$ cat config.mk
export PLATFORM = sky130hd
export DESIGN_NAME = alx_exec
export DESIGN_NICKNAME = d
export VERILOG_FILES = /design/src/verilog/alx_bit_clear.v /design/src/verilog/alx_exec.v
export VERILOG_INCLUDE_DIRS = /design/src /design/src/verilog
export SDC_FILE = /design/constraint.sdc
export NUM_CORES = 1
export LEC_CHECK = 0
export ABC_CLOCK_PERIOD_IN_PS = 3000
export BUFFER_PORTS_ARGS = -buffer_cell sky130_fd_sc_hd__buf_2
export CORE_UTILIZATION = 30
export CTS_BUF_LIST = sky130_fd_sc_hd__clkbuf_16
export CTS_CLUSTER_DIAMETER = 120
export DETAILED_ROUTE_END_ITERATION = 16
export PLACE_DENSITY = 0.49
export SKIP_LAST_GASP = 1
export SLEW_MARGIN = 20
export SYNTH_ARGS = -nofsm -noshare
export SYNTH_HDL_FRONTEND = slang
export SYNTH_SLANG_ARGS = --single-unit
$ cat constraint.sdc
create_clock -name sys_clk -period 3 [get_ports sys_clk]
set_clock_uncertainty 0.15 [all_clocks]
set_input_delay 0 -clock sys_clk [delete_from_list [all_inputs] [get_ports sys_clk]]
set_output_delay 0 -clock sys_clk [all_outputs]
set_load 0.03 [all_outputs]
$ cat src/verilog/alx_map.vh
// Constants for the arithmetic/logic execution datapath.
// Assumes a single core clock; included by the datapath files only.
// Overview of operation
// RULE1: Add-to-pointer sign-extends a 6-bit literal (-32..31) and adds it to pointer 0 or 1, flags untouched.
// RULE2: Pointer sums wrap modulo 65536, keeping the low sixteen bits.
// RULE3: AND-literal puts accumulator AND literal into the accumulator and updates only zero.
// RULE4: Add-literal puts accumulator plus literal into the accumulator and updates carry, digit carry and zero.
// RULE5: AND-with-file ANDs the accumulator with the file register and updates only zero.
// RULE6: Add-with-file sums accumulator and file register and updates carry, digit carry and zero.
// RULE7: Destination bit zero sends a file-form result to the accumulator, one writes it back to the file register.
// RULE8: Arithmetic shift right moves each file bit one place down, old bit 0 to carry, updating carry and zero.
// RULE9: Arithmetic shift right keeps the original top bit as the result's top bit.
// RULE10: Add-with-carry sums accumulator, file byte and carry, routes by destination, updates carry, digit carry, zero.
// RULE11: Bit-clear zeroes the bit picked by a 3-bit index in the file register, leaving other bits and flags alone.
// RULE12: Digit carry is the carry from bit 3 into bit 4 and zero is set exactly when the 8-bit result is zero.
`ifndef ALX_MAP_VH
`define ALX_MAP_VH
`define ALX_OP_NOP 3'h0
`define ALX_OP_ADD_PTR 3'h1
`define ALX_OP_AND_LIT 3'h2
`define ALX_OP_ADD_LIT 3'h3
`define ALX_OP_AND_FILE 3'h4
`define ALX_OP_ADD_FILE 3'h5
`define ALX_OP_ASR_FILE 3'h6
`define ALX_OP_ADDC_FILE 3'h7
`define ALX_RST_ACC 8'h00
`define ALX_RST_PTR 16'h0000
`define ALX_LIT_SIGN 5
`endif
$ cat src/verilog/alx_bit_clear.v
// Bit-clear helper: result with one selected bit forced low.
// Assumes index and data are stable in the same cycle as the request.
`timescale 1ns/1ps
`default_nettype none
module alx_bit_clear (
   // Operand
   input wire [7:0] din,
   input wire [2:0] bit_sel,
   // Result
   output wire [7:0] dout
);
   assign dout = din & ~(8'h01 << bit_sel); // see RULE11
endmodule
`default_nettype wire

$ cat src/verilog/alx_exec.v
// Execution datapath: accumulator, flags, two indirect pointers, file results.
// Assumes the file operand is presented combinationally with the request.
`timescale 1ns/1ps
`default_nettype none
`include "alx_map.vh"
module alx_exec (
   // Clock and reset
   input wire sys_clk,
   input wire rst_b,
   // Request
   input wire exec_vld,
   input wire [2:0] exec_op,
   input wire bit_clear_file,
   input wire [7:0] literal,
   input wire ptr_sel,
   input wire dest_sel,
   input wire [2:0] bit_idx,
   input wire [7:0] file_rdata,
   // State
   output reg [7:0] acc_ff,
   output reg carry_ff,
   output reg digit_carry_flag_ff,
   output reg zero_ff,
   output reg [15:0] indirect_pointer0_ff,
   output reg [15:0] indirect_pointer1_ff,
   // File write-back
   output reg file_we_ff,
   output reg [7:0] file_wdata_ff
);
   reg rst_meta_ff;
   reg rst_sync_ff;
   wire rst_int_b = rst_sync_ff;
   wire [7:0] clr_val;
   reg [7:0] res;
   reg [9:0] sum;
   reg upd_c;
   reg upd_dc;
   reg upd_z;
   reg to_file;
   reg [15:0] ptr_sum;
   reg [8:0] nib;

   // Sum with carry in; bit 8 is carry, bit 9 the nibble carry
   function [9:0] add8;
      input [7:0] a;
      input [7:0] b;
      input cin;
      reg [4:0] lo;
      reg [8:0] full;
      begin
         lo = {1'b0, a[3:0]} + {1'b0, b[3:0]} + {4'h0, cin};
         full = {1'b0, a} + {1'b0, b} + {8'h00, cin};
         add8 = {lo[4], full};
      end
   endfunction

   // Reset released through two flops to avoid removal hazards
   always @(posedge sys_clk or negedge rst_b) begin
      if (!rst_b) begin
         rst_meta_ff <= 1'b0;
         rst_sync_ff <= 1'b0;
      end else begin
         rst_meta_ff <= 1'b1;
         rst_sync_ff <= rst_meta_ff;
      end
   end

   alx_bit_clear u_bit_clear (
      .din(file_rdata),
      .bit_sel(bit_idx),
      .dout(clr_val)
   );

   always @* begin
      res = 8'h00;
      sum = 10'h000;
      nib = 9'h000;
      upd_c = 1'b0;
      upd_dc = 1'b0;
      upd_z = 1'b0;
      to_file = 1'b0;
      ptr_sum = ptr_sel ? indirect_pointer1_ff : indirect_pointer0_ff;
      if (bit_clear_file) begin
         res = clr_val; // see RULE11
         to_file = 1'b1;
      end else begin
         case (exec_op)
            `ALX_OP_ADD_PTR: begin
               // Sign extension of the 6-bit literal; see RULE1
               ptr_sum = ptr_sum + {{10{literal[`ALX_LIT_SIGN]}}, literal[5:0]}; // see RULE2
            end
            `ALX_OP_AND_LIT: begin
               res = acc_ff & literal; // see RULE3
               upd_z = 1'b1;
            end
            `ALX_OP_ADD_LIT: begin
               sum = add8(acc_ff, literal, 1'b0); // see RULE4
               res = sum[7:0];
               {upd_c, upd_dc, upd_z} = 3'h7;
            end
            `ALX_OP_AND_FILE: begin
               res = acc_ff & file_rdata; // see RULE5
               upd_z = 1'b1;
               to_file = dest_sel; // see RULE7
            end
            `ALX_OP_ADD_FILE: begin
               sum = add8(acc_ff, file_rdata, 1'b0); // see RULE6
               res = sum[7:0];
               {upd_c, upd_dc, upd_z} = 3'h7;
               to_file = dest_sel; // see RULE7
            end
            `ALX_OP_ASR_FILE: begin
               res = {file_rdata[7], file_rdata[7:1]}; // see RULE8 see RULE9
               sum = {1'b0, file_rdata[0], 8'h00}; // see RULE8
               upd_c = 1'b1;
               upd_z = 1'b1;
               to_file = dest_sel; // see RULE7
            end
            `ALX_OP_ADDC_FILE: begin
               sum = add8(acc_ff, file_rdata, carry_ff); // see RULE10
               res = sum[7:0];
               {upd_c, upd_dc, upd_z} = 3'h7;
               to_file = dest_sel; // see RULE7
            end
            default: begin
               res = 8'h00;
            end
         endcase
      end
      nib = {8'h00, sum[9]};
   end

   always @(posedge sys_clk or negedge rst_int_b) begin
      if (!rst_int_b) begin
         acc_ff <= `ALX_RST_ACC;
         carry_ff <= 1'b0;
         digit_carry_flag_ff <= 1'b0;
         zero_ff <= 1'b0;
         indirect_pointer0_ff <= `ALX_RST_PTR;
         indirect_pointer1_ff <= `ALX_RST_PTR;
         file_we_ff <= 1'b0;
         file_wdata_ff <= 8'h00;
      end else begin
         file_we_ff <= 1'b0;
         if (exec_vld) begin
            // Pointer add never touches flags; see RULE1
            if (!bit_clear_file && exec_op == `ALX_OP_ADD_PTR) begin
               if (ptr_sel)
                  indirect_pointer1_ff <= ptr_sum;
               else
                  indirect_pointer0_ff <= ptr_sum;
            end else if (bit_clear_file || exec_op != `ALX_OP_NOP) begin
               if (to_file) begin
                  file_we_ff <= 1'b1;
                  file_wdata_ff <= res;
               end else begin
                  acc_ff <= res;
               end
            end
            if (upd_c)
               carry_ff <= sum[8];
            if (upd_dc)
               digit_carry_flag_ff <= nib[0]; // see RULE12
            if (upd_z)
               zero_ff <= (res == 8'h00); // see RULE12
         end
      end
   end
endmodule
`default_nettype wire

==> out/summary.txt <==
Pre-CTS setup slack: -0.264 ns
Hold Crit Class: in2reg
Setup tns final: -0.586 ns
Slew HR: 56.2%
WL per Instance: 17.3 µm
Max Cap Viol: 0
Top FF cell, synth: dfrtp_1
Post-synth ARST share: 100%
Status: finished, violations left
VDD IR max: 434 µV
Synthesis-to-finish area growth: 25.8%
RD Place Congestion: 0.881
Area of the core: 13900 µm²
Die area: 14900 µm²
Crit-path max FO: 2
Leading area contributor after synthesis: dfrtp_1
DR vias/cell: 5.22
Largest net degree at the start of global routing: 28
Fin Hold WS: 0.0136 ns
Power Dens Cells: 713 nW/µm²
Final setup viols: 6
Clk sinks: 54
RSZ-0062 raised after global routing: true
Ratio of cells with drive above 1 in the final layout: 32.6%
Mapped Cells: 472
Final Max Slew Viols: 0
Initial drt markers: 162
Worst skew pair latency: 0.32 ns
CTS tree: built
Worst min-delay path startpoint: file_rdata[6]
Vias post-DR: 3986
Ant. Diodes: 0
Post-DP HPWL: 10.2 mm
Max Buffers Root-to-Sink: 2
# DRC: 0
Slew @ Worst Pin: 0.657 ns
Fill cells: 1438
Worst Setup Path Type: reg2reg
Synthesized area: 4320 µm²
Fin nets: 646
#FFs+latches synth: 54
Root Buffer: clkbuf_16
Setup crit start: acc_ff[0]
H-tree depth: 2
First-pass GRT wire length: 21.1 mm
Top cell type's share of synthesized area: 31.3%
Synth warn: 0
Total Power: 3.87 mW
Routed WL: 13.2 mm
Arr. time, crit path: 3.32 ns
Die H: 122 µm
Most common cell after layout, fill and taps aside: buf_2
Clock transition at path regs: 0.09 ns
Total Routing Usage GR: 18.7%
Port bufs: 79
Static leakage: 2.56 nW
Syn_area_per_cell: 9.15 µm²
Worst R2R Start: acc_ff[0]
Placement Rows: 43
# IOs: 80
Violated checks: setup timing
Post-Syn Nets: 536
DR pass1 iterations: 6
Vias in the first global route: 3963
Final Hold Vio Count: 0
Post-layout util: 39.0%
Total gr overflow: 0
Final Cycle Share: 108%
Die Width: 122 µm
Fmax: 308 MHz
Synth unique cells: 67
Largest cells by area after synthesis: dfrtp_1 31%, ha_1 9.6%, mux2_2 8.6%
Number of antenna violations at the first check in global routing: 0
Sequential area share after synthesis: 31.3%
Fin crit period: 3.24 ns
Required @ worst endpoint: 3.07 ns
Post-synth EDFFs: 0
Worst Slack Setup Final: -0.242 ns
Total CTS buffers: 5
Crit start category: register
Initial core utilization: 31.0%
Highest-count cells in the layout ignoring fill and taps: 79 x buf_2, 54 x nand2_1, 52 x dfrtp_1
Post-DRT Antenna Nets: 0
CP Capture Type: register
## registers in the layout, indices dropped and copies added, names as in the netlist
register / flops
acc_ff: 8
rst_meta_ff: 1
digit_carry_flag_ff: 1
file_we_ff: 1
carry_ff: 1
zero_ff: 1
rst_int_b: 1
indirect_pointer0_ff: 16
indirect_pointer1_ff: 16
file_wdata_ff: 8
## per-stage QoR
step / cells / cell area, µm²
after floorplan: 472 / 4340
after global placement: 750 / 5160
after detailed placement: 750 / 5160
after CTS: 764 / 5430
after global routing: 763 / 5430
final: 763 / 5430
## cell type report
class                           instances  area [µm²]  area share [%]
Multi-Input combinational cell        381        2890            53.2
Sequential cell                        54        1350            24.9
Timing Repair Buffer                  124         747            13.8
Tap cell                              180         225            4.15
Clock buffer                            5         125            2.30
Inverter                               16        60.1            1.11
Clock inverter                          3        28.8           0.530
## cells by family after synthesis
| kind of cell | after synthesis | synth area share [%] |
|---|---|---|
| DFF | 54 | 31.3 |
| and+or+nand+nor | 135 | 15.4 |
| AOI/OAI and AO/OA | 136 | 20.7 |
| xor gates and xnor gates | 28 | 6.11 |
| buffers and inverters | 37 | 3.82 |
| other | 1 | 0.0868 |
| adders and majority gates | 36 | 11.0 |
| muxes | 45 | 11.6 |
## routing by layer
layer	part of all wire (%)	up-vias	track usage, %
met5	0	-	0
met4	2.1	0	6.02
met3	4.1	18	3.14
met2	48	97	31.4
met1	46	1921	24.1
li1	-	1950	-
## synthesized netlist by cell type (5+ instances only)
cell type	n
a21o_1	5
a21oi_1	31
a31oi_1	7
a32oi_1	6
clkbuf_1	13
dfrtp_1	54
ha_1	33
inv_1	14
mux2_1	6
mux2_2	33
mux2i_1	6
nand2_1	55
nand3_1	14
nand3b_1	6
nor2_1	23
nor3_1	5
o21a_1	6
o21ai_0	34
o21ai_1	5
xnor2_1	19
xor2_1	8
## power breakdown
group,leakage (nW),total (mW),internal [mW],switching (mW)
Combinational,1.79,2.18,0.924,1.26
Clock,0.0759,0.637,0.320,0.317
Sequential,0.693,1.06,0.907,0.151
## worst paths after layout
check                                            to  slack, ns  depth (start not counted)
max                                         zero_ff      -0.24                         10
min                                         zero_ff       0.01                          4
max reg2reg                                 zero_ff      -0.24                         10
min reg2reg                        file_wdata_ff[7]       0.14                          0
max in group asynchronous  indirect_pointer1_ff[13]       1.74                          1
min in group asynchronous          file_wdata_ff[7]       0.14                          0
## worst max-delay path, cell delays in order, from the launching register on
cell and delay, ns:
dfrtp_2 0.43, ha_4 0.17, fa_1 0.51, ha_2 0.20, nand2_2 0.06, or4_4 0.46
xnor2_2 0.16, a211oi_2 0.21, a21oi_2 0.05, or4b_4 0.53, o41ai_2 0.21
## what timing repair did
action / CTS / global route
setup buffers: 3 / 1
pin swaps: 2 / 6
hold buffers: 4 / 0
endpoints found under the setup margin: 8 / 17
gates resized for setup: 12 / 8
endpoints found under the hold margin: 6 / 0
(Power assumes the default switching activity.)
